--- config.mk ---
export PLATFORM = sky130hd
export DESIGN_NAME = dbs_sram_if
export DESIGN_NICKNAME = d
export VERILOG_FILES = /design/src/logic/dbs_pkg.sv /design/src/logic/dbs_stream_if.sv /design/src/logic/dbs_fifo.sv /design/src/logic/dbs_echo.sv /design/src/logic/dbs_sram_if.sv
export VERILOG_INCLUDE_DIRS = /design/src /design/src/logic
export SDC_FILE = /design/constraint.sdc
export NUM_CORES = 2
export LEC_CHECK = 0
export ABC_CLOCK_PERIOD_IN_PS = 4950
export BUFFER_PORTS_ARGS = -buffer_cell sky130_fd_sc_hd__buf_4
export CELL_PAD_IN_SITES_DETAIL_PLACEMENT = 1
export CELL_PAD_IN_SITES_GLOBAL_PLACEMENT = 2
export CORE_MARGIN = 2
export CORE_UTILIZATION = 53
export DETAILED_ROUTE_END_ITERATION = 12
export GPL_TIMING_DRIVEN = 0
export PLACE_DENSITY = 0.81
export SLEW_MARGIN = 0
export SYNTH_ARGS = -nofsm -noshare
export SYNTH_HDL_FRONTEND = slang
export SYNTH_SLANG_ARGS = --single-unit
--- constraint.sdc ---
create_clock -name CLK -period 4.95 [get_ports CLK]
set_input_delay 0.99 -clock CLK [delete_from_list [all_inputs] [get_ports CLK]]
set_output_delay 0.99 -clock CLK [all_outputs]
set_load 0.05 [all_outputs]
--- src/logic/dbs_params.svh ---
// Constants for the burst SRAM pin interface block
`ifndef DBS_PARAMS_SVH
`define DBS_PARAMS_SVH
`define DBS_DATA_W 18
`define DBS_ADDR_W 6
`define DBS_BYTE_W 9
`define DBS_FIFO_DEPTH 8
`define DBS_RD_LAT 2
`define DBS_TERM_LOW 1'b0
`define DBS_TERM_HIGH 1'b1
`endif

--- src/logic/dbs_pkg.sv ---
// Types shared by the burst SRAM pin interface modules
package dbs_pkg;
   typedef enum logic [1:0] {
      DBS_IDLE,
      DBS_WR2,
      DBS_RD2
   } dbs_state_t;
   typedef struct packed {
      logic [17:0] data;
      logic last;
   } dbs_beat_t;
endpackage

--- src/logic/dbs_stream_if.sv ---
// Valid and ready stream carrier between the block's own modules
interface dbs_stream_if #(parameter int W = 19) ();
   logic valid;
   logic ready;
   logic [W-1:0] data;
   modport src (output valid, output data, input ready);
   modport snk (input valid, input data, output ready);
endinterface

--- src/logic/dbs_fifo.sv ---
// Small FIFO with valid and ready on both sides
module dbs_fifo #(
   parameter int W = 19,
   parameter int DEPTH = 8
) (
   input wire logic clk,
   input wire logic rst,
   dbs_stream_if.snk in_s,
   dbs_stream_if.src out_s
);
   localparam int AW = $clog2(DEPTH);
   initial begin
      if (DEPTH < 2 || (1 << AW) != DEPTH) begin
         $error("dbs_fifo: DEPTH must be a power of two, at least 2");
      end
   end
   logic [W-1:0] mem [DEPTH];
   logic [AW:0] wp_q;
   logic [AW:0] rp_q;
   wire full = (wp_q[AW] != rp_q[AW]) && (wp_q[AW-1:0] == rp_q[AW-1:0]);
   wire empty = (wp_q == rp_q);
   wire push = in_s.valid && !full;
   wire pop = out_s.ready && !empty;
   assign in_s.ready = !full;
   assign out_s.valid = !empty;
   assign out_s.data = mem[rp_q[AW-1:0]];
   // Pointers carry one extra wrap bit so full and empty differ
   always_ff @(posedge clk) begin
      if (rst) begin
         wp_q <= '0;
         rp_q <= '0;
      end else begin
         if (push) wp_q <= wp_q + 1'b1;
         if (pop) rp_q <= rp_q + 1'b1;
      end
   end
   // Storage is not reset; only pointers define content
   always_ff @(posedge clk) begin
      if (push) mem[wp_q[AW-1:0]] <= in_s.data;
   end
endmodule // dbs_fifo

--- src/logic/dbs_echo.sv ---
// Edge finder for the link clocks and echo clock generator
module dbs_echo (
   input wire logic clk,
   input wire logic rst,
   input wire logic k_pin,
   input wire logic kn_pin,
   output logic k_rise,
   output logic kn_rise,
   output logic echo_q,
   output logic echo_n_q
);
   logic k_s1_q;
   logic k_s2_q;
   logic k_s3_q;
   logic kn_s1_q;
   logic kn_s2_q;
   logic kn_s3_q;
   // Two flops before any logic; third flop keeps edge finding off stage one
   always_ff @(posedge clk) begin
      if (rst) begin
         {k_s1_q, k_s2_q, k_s3_q} <= 3'h0;
         {kn_s1_q, kn_s2_q, kn_s3_q} <= 3'h0;
      end else begin
         {k_s1_q, k_s2_q, k_s3_q} <= {k_pin, k_s1_q, k_s2_q};
         {kn_s1_q, kn_s2_q, kn_s3_q} <= {kn_pin, kn_s1_q, kn_s2_q};
      end
   end
   assign k_rise = k_s2_q && !k_s3_q;
   assign kn_rise = kn_s2_q && !kn_s3_q;
   // Echo clocks follow the positive input clock, so they run free
   always_ff @(posedge clk) begin
      if (rst) begin
         echo_q <= 1'b0;
         echo_n_q <= 1'b1;
      end else begin
         echo_q <= k_s2_q;
         echo_n_q <= !k_s2_q;
      end
   end
endmodule // dbs_echo

--- src/logic/dbs_sram_if.sv ---
// Double data rate burst SRAM pin interface with internal core
// Contract
// - Address sampled on rising positive input clock for every access.
// - One shared address port serves both reads and writes.
// - Storage is two equal arrays, each half the words at full width.
// - With load low, direction high means read, low means write.
// - Read valid indicator marks read data and moves with echo edges.
// - Termination range latched once at power-up from select pin.
// - Accesses start on rising positive clock, which captures and launches.
// - Rising negative clock handles the second write and read beat.
// - Load low defines a cycle; every transfer moves exactly two words.
// - Data outputs released whenever no read is selected.
// - Byte selects sampled with their byte; deselected bytes stay unchanged.
// - Free-running echo clocks follow the positive input clock.
`include "dbs_params.svh"
module dbs_sram_if #(
   parameter int DATA_W = `DBS_DATA_W,
   parameter int ADDR_W = `DBS_ADDR_W,
   parameter int FIFO_DEPTH = `DBS_FIFO_DEPTH
) (
   input wire logic CLK,
   input wire logic RST,
   input wire logic K,
   input wire logic K_N,
   input wire logic [ADDR_W-1:0] ADDR,
   input wire logic CYCLE_LOAD_N,
   input wire logic RW,
   input wire logic [1:0] BYTE_WRITE_SELECT_N,
   input wire logic [DATA_W-1:0] DQ_IN,
   output logic [DATA_W-1:0] DQ_OUT,
   output logic DQ_OE,
   output logic READ_DATA_VALID,
   output logic ECHO_CLOCK,
   output logic ECHO_CLOCK_N,
   input wire logic TERMINATION_RANGE_SELECT,
   output logic TERMINATION_RANGE
);
   localparam int BW = `DBS_BYTE_W;
   localparam int NB = DATA_W / BW;
   initial begin
      if (DATA_W != 18 || NB != 2 || ADDR_W < 1) begin
         $error("dbs_sram_if: only the 18-bit, two-lane variant is served");
      end
   end

   // Pin inputs pass two flops before use
   logic [ADDR_W-1:0] a_s1_q, a_s2_q;
   logic ld_s1_q, ld_s2_q, rw_s1_q, rw_s2_q, ts_s1_q, ts_s2_q;
   logic [NB-1:0] bs_s1_q, bs_s2_q;
   logic [DATA_W-1:0] d_s1_q, d_s2_q;
   always_ff @(posedge CLK) begin
      if (RST) begin
         a_s1_q <= '0;
         a_s2_q <= '0;
         {ld_s1_q, ld_s2_q, rw_s1_q, rw_s2_q} <= 4'hF;
         {ts_s1_q, ts_s2_q} <= 2'h3;
         bs_s1_q <= '1;
         bs_s2_q <= '1;
         d_s1_q <= '0;
         d_s2_q <= '0;
      end else begin
         a_s1_q <= ADDR;
         a_s2_q <= a_s1_q;
         {ld_s1_q, ld_s2_q} <= {CYCLE_LOAD_N, ld_s1_q};
         {rw_s1_q, rw_s2_q} <= {RW, rw_s1_q};
         {ts_s1_q, ts_s2_q} <= {TERMINATION_RANGE_SELECT, ts_s1_q};
         bs_s1_q <= BYTE_WRITE_SELECT_N;
         bs_s2_q <= bs_s1_q;
         d_s1_q <= DQ_IN;
         d_s2_q <= d_s1_q;
      end
   end

   // Link clock edges and echo clocks
   logic k_rise, kn_rise;
   dbs_echo u_echo (
      .clk(CLK),
      .rst(RST),
      .k_pin(K),
      .kn_pin(K_N),
      .k_rise(k_rise),
      .kn_rise(kn_rise),
      .echo_q(ECHO_CLOCK),
      .echo_n_q(ECHO_CLOCK_N)
   );

   // Termination range caught once, after the pin pipe has refilled;
   // reading at the first edge would latch the reset value instead
   logic [1:0] term_wait_q;
   logic term_q;
   always_ff @(posedge CLK) begin
      if (RST) begin
         term_wait_q <= 2'h0;
         term_q <= `DBS_TERM_HIGH;
      end else if (term_wait_q != 2'h3) begin
         term_wait_q <= term_wait_q + 2'h1;
         if (term_wait_q == 2'h2) begin
            term_q <= ts_s2_q ? `DBS_TERM_HIGH : `DBS_TERM_LOW;
         end
      end
   end
   assign TERMINATION_RANGE = term_q;

   // Two equal arrays: beat 0 goes to array 0, beat 1 to array 1
   localparam int WORDS = 1 << ADDR_W;
   logic [DATA_W-1:0] arr0 [WORDS];
   logic [DATA_W-1:0] arr1 [WORDS];

   // Cycle decode on a rising positive clock edge
   wire load = k_rise && !ld_s2_q;
   wire is_read = rw_s2_q;
   dbs_pkg::dbs_state_t st_q, st_d;
   logic [ADDR_W-1:0] addr_q;
   logic [NB-1:0] be1_q;

   // Second beat waits for the negative clock edge
   always_comb begin
      st_d = st_q;
      unique case (st_q)
         dbs_pkg::DBS_IDLE: begin
            if (load) st_d = is_read ? dbs_pkg::DBS_RD2 : dbs_pkg::DBS_WR2;
         end
         dbs_pkg::DBS_WR2: begin
            if (kn_rise) st_d = dbs_pkg::DBS_IDLE;
         end
         dbs_pkg::DBS_RD2: begin
            if (kn_rise) st_d = dbs_pkg::DBS_IDLE;
         end
      endcase
   end
   always_ff @(posedge CLK) begin
      if (RST) st_q <= dbs_pkg::DBS_IDLE;
      else st_q <= st_d;
   end
   // One shared address latched for either direction
   always_ff @(posedge CLK) begin
      if (RST) addr_q <= '0;
      else if (load) addr_q <= a_s2_q;
   end
   assign be1_q = bs_s2_q;

   // Byte-lane writes; a deselected lane keeps its old contents
   wire wr0 = load && !is_read;
   wire wr1 = (st_q == dbs_pkg::DBS_WR2) && kn_rise;
   genvar gb;
   generate
      for (gb = 0; gb < NB; gb++) begin : g_lane
         always_ff @(posedge CLK) begin
            if (wr0 && !bs_s2_q[gb])
               arr0[a_s2_q][gb*BW +: BW] <= d_s2_q[gb*BW +: BW];
            if (wr1 && !be1_q[gb])
               arr1[addr_q][gb*BW +: BW] <= d_s2_q[gb*BW +: BW];
         end
      end
   endgenerate

   // Read beats queue through the FIFO so launch can follow clock edges
   dbs_stream_if #(.W(DATA_W + 1)) rq_in ();
   dbs_stream_if #(.W(DATA_W + 1)) rq_out ();
   dbs_fifo #(.W(DATA_W + 1), .DEPTH(FIFO_DEPTH)) u_fifo (
      .clk(CLK),
      .rst(RST),
      .in_s(rq_in.snk),
      .out_s(rq_out.src)
   );
   wire rd0 = load && is_read;
   wire rd1 = (st_q == dbs_pkg::DBS_RD2) && kn_rise;
   assign rq_in.valid = rd0 || rd1;
   assign rq_in.data = rd0 ? {1'b0, arr0[a_s2_q]} : {1'b1, arr1[addr_q]};

   // Launch: first beat on positive edge, second on negative edge
   wire launch_ok = rq_out.data[DATA_W] ? kn_rise : k_rise;
   assign rq_out.ready = launch_ok;
   wire launch = rq_out.valid && launch_ok;
   wire any_edge = k_rise || kn_rise;
   logic [DATA_W-1:0] q_q;
   logic oe_q;
   // Output flops move only on link edges, which keeps valid on echo edges
   always_ff @(posedge CLK) begin
      if (RST) begin
         q_q <= '0;
         oe_q <= 1'b0;
      end else if (any_edge) begin
         oe_q <= launch;
         if (launch) q_q <= rq_out.data[DATA_W-1:0];
      end
   end
   assign DQ_OUT = q_q;
   assign DQ_OE = oe_q;
   assign READ_DATA_VALID = oe_q;
endmodule // dbs_sram_if

---- After elaboration in Yosys (flattened, before gate mapping) ----
Memories as Yosys holds them, arrays and structs flattened. A register that Yosys moved wholly into a read port is not among the register bits.
Cells that the tools add are included.
word-level totals
  register bits ........................... 103
  bits in latches ......................... 0
  RAM bits ................................ 2456
  bits in read-only memories .............. 0
  input port bits ......................... 33
  memories kept ........................... 3
memory list
  memory      depth  bits a word  rd ports  clocked after Yosys merged registers in  write ports  RTL line            text
  arr0        64     18           1         1                                        1            dbs_sram_if.sv:106  logic [DATA_W-1:0] arr0 [WORDS];
  arr1        64     18           1         1                                        1            dbs_sram_if.sv:107  logic [DATA_W-1:0] arr1 [WORDS];
  u_fifo.mem  8      19           1         1                                        1            dbs_fifo.sv:17      logic [W-1:0] mem [DEPTH];
cells by class
  $add $sub $neg .......................... 3
  multipliers ............................. 0
  divide/modulo/power cells ............... 0
  magnitude comparators ................... 0
  eq/ne operators ......................... 9
  shift-type cells ........................ 0
  multiplexer cells ....................... 22
  bitwise gates (word level) .............. 0
  reduce and logical (&&, ||, !) cells .... 30
operators with widths
  kind                                                   number
  two-way mux 19 bit                                     1
  two-way mux 6 bit                                      3
  logical AND 1 bit                                      14
  two-way mux 1 bit                                      12
  logical NOT 1 bit                                      9
  adder 4 x 1 -> 4 bit, second input constant            2
  two-way mux 2 bit                                      3
  two-way mux 3 bit                                      2
  AND reduction 2 bit                                    3
  equality test 2 bit, second input constant             2
  equality test 4 bit                                    1
  inequality test 2 bit, second input constant           2
  case mux 2 bit (2 select lines)                        1
  equality test 3 bit                                    1
  adder 2 x 1 -> 2 bit, second input constant            1
  equality test 2 x 1 -> 1 bit, second input constant    1
  logical NOT 2 bit                                      1
  logical OR 1 bit                                       2
  inequality test 2 x 1 -> 1 bit, second input constant  1
  OR reduction 2 bit                                     1
  inequality test 1 bit                                  1

---- Depth between registers and ports, before layout ----
  depth after elaboration ................. 8
  mapped depth ............................ 11
  gate-level depth less buffers ........... 7

---- Hierarchy ----
A second synthesis with hierarchy kept.
unflattened totals
  cell total of the unflattened synthesis .. 5293
  area, all modules ....................... 99867.0 um^2
by module, submodules not included
  module       instances  cells an instance  area an instance (um^2)  sequential area each (um^2)
  dbs_sram_if  1          4973               93198.1                  71068.2
  dbs_fifo     1          304                6472.5                   4784.6
  dbs_echo     1          16                 196.4                    140.1

---- Worst setup path before layout ----
Ideal clock, no wire load.
  path kind ............................... register to register
  from .................................... reg u_echo.k_s3_q
  to ...................................... mem u_fifo.mem[0][0] (enable)
  setup time .............................. 0.419 ns
  data arrival time ....................... 2.662 ns
  required time ........................... 4.531 ns
  path slack .............................. 1.869 ns
  cell stages (with the launch flop) ...... 5
  path buffers ............................ 0
  clock period less this slack ............ 3.081 ns
  path through ............................ dfxtp_1 > and4bb_2 > a21oi_1 > or3_1 > nor3_1
on the way
  longest elaborated chain between the ends .. 8
ends and longest elaborated chain
  item                                     RTL line            text
  start: declaration                       dbs_echo.sv:14      logic k_s3_q;
  start signal: assignment                 dbs_echo.sv:24      {k_s1_q, k_s2_q, k_s3_q} <= {k_pin, k_s1_q, k_s2_q};
  logical NOT 1 bit                        dbs_echo.sv:28      assign k_rise = k_s2_q && !k_s3_q;
  logical AND 1 bit                        dbs_echo.sv:28
  logical AND 1 bit                        dbs_sram_if.sv:110  wire load = k_rise && !ld_s2_q;
  logical AND 1 bit                        dbs_sram_if.sv:166  wire rd0 = load && is_read;
  logical OR 1 bit                         dbs_sram_if.sv:168  assign rq_in.valid = rd0 || rd1;
  logical AND 1 bit                        dbs_fifo.sv:22      wire push = in_s.valid && !full;
  two-way mux 1 bit                        dbs_fifo.sv:39      if (push) mem[wp_q[AW-1:0]] <= in_s.data;
  two-way mux 1 bit (implied by the code)  dbs_fifo.sv:39
  end: declaration                         dbs_fifo.sv:17
No other way between the ends.

---- Worst setup path in the final report ----
  from .................................... reg a_s2_q[2]
  to ...................................... mem arr0[12][5] (netlist bit) (enable)
RTL lines
  item                      RTL line            text
  start: declaration        dbs_sram_if.sv:47   logic [ADDR_W-1:0] a_s1_q, a_s2_q;
  start signal: assignment  dbs_sram_if.sv:63   a_s2_q <= a_s1_q;
  end: declaration          dbs_sram_if.sv:106
Straight into the memory's write port.

==> run summary <==
The run finished, with violations left. The checks that failed: capacitance limit, slew limit, setup timing. The number of remaining DRC errors came out at 0.

The number of buffers and inverters on the critical path is 3. The combined flip-flop and latch cell area is 0.0761 mm². The synthesized area per cell is around 19 µm². The number of pins exceeding their max-slew limit in the final report came out at roughly 120. For this design the ratio of total power to cell area is 399 mW/mm². The mapped netlist covers ~0.10 mm².

The standard cell core area came out at 0.187 mm². The number of global-route vias before repair was 59000. The slowest stage of the critical path belongs to the cell sky130_fd_sc_hd__nor2_1.

The area share of the leading cell type in the synthesized netlist came out at 0.741. The commonest cells after synthesis are 2456 x sky130_fd_sc_hd__edfxtp_1, 406 x sky130_fd_sc_hd__mux2i_1, 388 x sky130_fd_sc_hd__nor2_1. The average vias per placed instance is roughly 7.1. In this run, CTS created clock tree buffers numbering 280. Summing over every cut layer, the via total after detailed routing is 59200.

The count of buffers added by post-CTS timing repair for setup is 0. The portion of the post-synthesis area used by sequential elements came out at 0.763. The smallest setup slack after layout is -0.417 ns. The total of max-cap violations came out at 11. Among cell families on the critical path, the largest total delay comes from simple AND/OR/NAND/NOR gates. The final-layout worst hold slack came out at 0.202 ns. The arrival time at the worst endpoint is 5.92 ns. The TritonCTS clock tree is built. The static power due to leakage is 33.4 nW. The root buffer selected by CTS is sky130_fd_sc_hd__clkbuf_16. The clock-pin slew on the worst setup and hold paths came out at 0.06 ns. The detailed placement HPWL came out at 242 mm. The final layout contains routed wiring with a total length of about 370 mm. The congestion estimate from routability-driven global placement came to 1.04. The area enclosed by the die boundary came out at 0.191 mm². The clock reaches the later pin of the worst-skew pair after 0.99 ns. The instance area after placement is between 0.1 and 0.15 mm². The sum of negative setup slack is -97.09 ns. The number of I/O port buffers came out at 55.

Before antenna repair, the detailed router went through 7 iterations. The fill cell total of the finished layout is 15800. The final critical delay including setup and external delays is around 5.4 ns. At the pin with the least slew margin, the transition time is 1.70 ns.

The net count reported at finish is 5656. The number of synthesized register bits came out at 2568. The average wire per standard cell is 45.1 µm. The remaining global-route overflow is 0. For this design, the sink count on the clock tree is 2568. The met2 demand-to-capacity share in global routing is 0.581. Across the routed clock network, the largest skew measured is 0.0596 ns. For this run, global-route usage on met1 was measured as 0.485. The quantity of hold-fixing buffers added after cts is 0. The number of top-level pins came out at 56. The worst supply voltage drop on vdd came out at 0.385 mV. The count of final setup violators came out at 470. The number of levels in the clock H-tree came out at 5. The share of the core filled with cells is 0.604. The worst setup path is launched from a register. Sorting the synthesized cells by area gives the leading types as sky130_fd_sc_hd__edfxtp_1 74%, sky130_fd_sc_hd__mux4_2 6.7%, sky130_fd_sc_hd__mux2i_1 4.1%.

The number of hold-slack violations in the final timing report was 0. For this configuration, the core starts out at a cell density of 0.532. After the first detailed-routing iteration, the DRC count stood at 9696.

The largest net degree at the start of global routing is 89. The post-synthesis net count came out at 5283. The fraction of registers with async set/reset is 0. The count of different cell masters after synthesis is 80.

The worst setup path is of the reg2reg kind. In this run the tightest slew margin relative to its limit is -0.136. For this run, the slowest stage of the critical path takes 1.11 ns.

Once detail routing completed, the nets flagged for antenna violations numbered 0. The worst-case setup slack after placement came out at -0.771 ns. The most used routing layer in global routing is met2.

The overall routing resource usage is 0.391. The floorplan has 159 rows. The largest driver fanout on the critical path came out at 10. The worst min-delay path class is in2reg.

The post-route clock period utilization came out at 1.08. The biggest area contributor in the post-synthesis netlist is sky130_fd_sc_hd__edfxtp_1. In this run, synthesis inferred 2456 flip-flops with an integrated enable. The number of antenna violations at the first check in global routing is 26. Yosys instantiated no cell more often than sky130_fd_sc_hd__edfxtp_1. The growth of design area from synthesis to finish is 13.6%. Traced cell by cell, the critical path runs through buf_4 -> buf_4 -> clkinv_1 -> nor2_1 -> nand2_1 -> nor2_1. Setup repair after global routing could not meet its margin everywhere. The worst endpoint required time came out at 5.50 ns. In this run the deepest clock path goes through 4 buffers. The vertical die dimension is 437 µm. The worst setup path is captured at a register. The first-pass GRT wire length is 501 mm. For this run, global-route usage on met3 was measured as 0.128. The gate count after technology mapping is 5243. The summed area of non-filler cells in the final layout came out at 0.113 mm². Yosys printed 0 warnings. Derived from the worst setup path, the maximum achievable clock frequency is 0.186 GHz.

The x dimension of the die came out at 437 µm. The dominant synthesized flop cell is sky130_fd_sc_hd__edfxtp_1. The multi-input combinational cells in the finished layout cover a total of 0.0222 mm². The fraction of layout cells with a size suffix above 1 came out at 0.222.
==> logic make-up after synthesis <==
kind of cell    count (synthesis)  synth area share
buf+inv                       344            0.0196
mux                           859             0.126
compound gates                782            0.0596
simple gates                  676            0.0295
flops                        2568             0.763
fa+ha+maj                       7          0.000880
xor+xnor                        7          0.000616
==> where the power goes <==
group | internal (mW) | leakage, nW | total, mW | switching [mW]
logic | 0.343 | 7.46 | 1.35 | 1.01
registers | 23.7 | 21.8 | 23.8 | 0.141
clock network | 11.4 | 4.11 | 19.9 | 8.51
total | 35.5 | 33.4 | 45.1 | 9.66
==> layout by cell type, fill, tap and decap left out, types with 14 or more instances in the layout <==
master                      netlist  final
sky130_fd_sc_hd__o2bb2ai_1       16     16
sky130_fd_sc_hd__mux2_2         150    150
sky130_fd_sc_hd__mux2i_1        406    406
sky130_fd_sc_hd__or2_2           15     15
sky130_fd_sc_hd__buf_2          113    107
sky130_fd_sc_hd__o221ai_1        24     21
sky130_fd_sc_hd__a211oi_1        15     14
sky130_fd_sc_hd__nor2b_1         74     74
sky130_fd_sc_hd__a221oi_1       134    131
sky130_fd_sc_hd__clkbuf_2         0     22
sky130_fd_sc_hd__a211oi_2        18     19
sky130_fd_sc_hd__mux4_2         296    296
sky130_fd_sc_hd__clkbuf_16        0    290
sky130_fd_sc_hd__buf_6           40     46
sky130_fd_sc_hd__a21oi_1        112    112
sky130_fd_sc_hd__a221o_1         37     37
sky130_fd_sc_hd__nand2_1        125    123
sky130_fd_sc_hd__a31oi_1         15     14
sky130_fd_sc_hd__edfxtp_1      2456   2456
sky130_fd_sc_hd__buf_16           0     22
sky130_fd_sc_hd__clkinv_1         3     58
sky130_fd_sc_hd__o22ai_1         65     65
sky130_fd_sc_hd__buf_8           10     16
sky130_fd_sc_hd__a22oi_1        162    162
sky130_fd_sc_hd__a31o_2          21     21
sky130_fd_sc_hd__diode_2          0     18
sky130_fd_sc_hd__dfxtp_1        112     94
sky130_fd_sc_hd__nor2_1         388    328
sky130_fd_sc_hd__nor2_4           0     48
sky130_fd_sc_hd__a22o_1          21     21
sky130_fd_sc_hd__buf_4           28     94
sky130_fd_sc_hd__dfxtp_4          0     18
sky130_fd_sc_hd__clkbuf_1       122    164
sky130_fd_sc_hd__o21ai_0         62     62
sky130_fd_sc_hd__clkinv_2         0     33
==> metal layers <==
layer / vias up / part of all wire / wire length (µm)
met1: 30700 / 0.34 / 128000
met2: 4871 / 0.45 / 167000
met3: 1384 / 0.13 / 47400
li1: 22200 / - / -
met4: 22 / 0.084 / 31500
met5: - / 0.00039 / 147
==> registers in the layout, summed over array words and instances, names as in the netlist, 4 cells and up, named ones only <==
register and count:
DQ_OUT 18, a_s1_q 6, a_s2_q 6, addr_q 6
arr0 1152, arr1 1152, d_s1_q 18, d_s2_q 18
u_fifo.mem 152, u_fifo.rp_q 4, u_fifo.wp_q 4
==> path summary, 6_finish.rpt <==
check | start | end | slack, ns | depth (start not counted)
max reg2reg | a_s2_q[2] | arr0[12][5] | -0.42 | 6
min | RW | rw_s1_q | 0.20 | 2
max | a_s2_q[2] | arr0[12][5] | -0.42 | 6
min reg2reg | ld_s1_q | ld_s2_q | 0.41 | 1
==> through the flow <==
stage / power [mW] / instances
after CTS: 44.9 / 8296
final: 45.1 / 8314
after global placement: 25.5 / 7793
after global routing: 45.8 / 8297
after detailed placement: 25.6 / 7831
after floorplan: 24.8 / 5243
==> cell type report <==
type                            instances  area share
Buffer                                330      0.0175
Sequential cell                      2568       0.673
Tap cell                             2495      0.0276
Timing Repair Buffer                   93      0.0106
Multi-Input combinational cell       2331       0.196
Clock inverter                        106     0.00720
Clock buffer                          361      0.0671
Antenna cell                           18    0.000398
Inverter                               12    0.000398
==> repair_timing <==
action | in CTS | in global routing
endpoints found under the setup margin | 537 | 364
pin swaps | 0 | 2
gates resized for setup | 138 | 21
(Power assumes the default switching activity.)
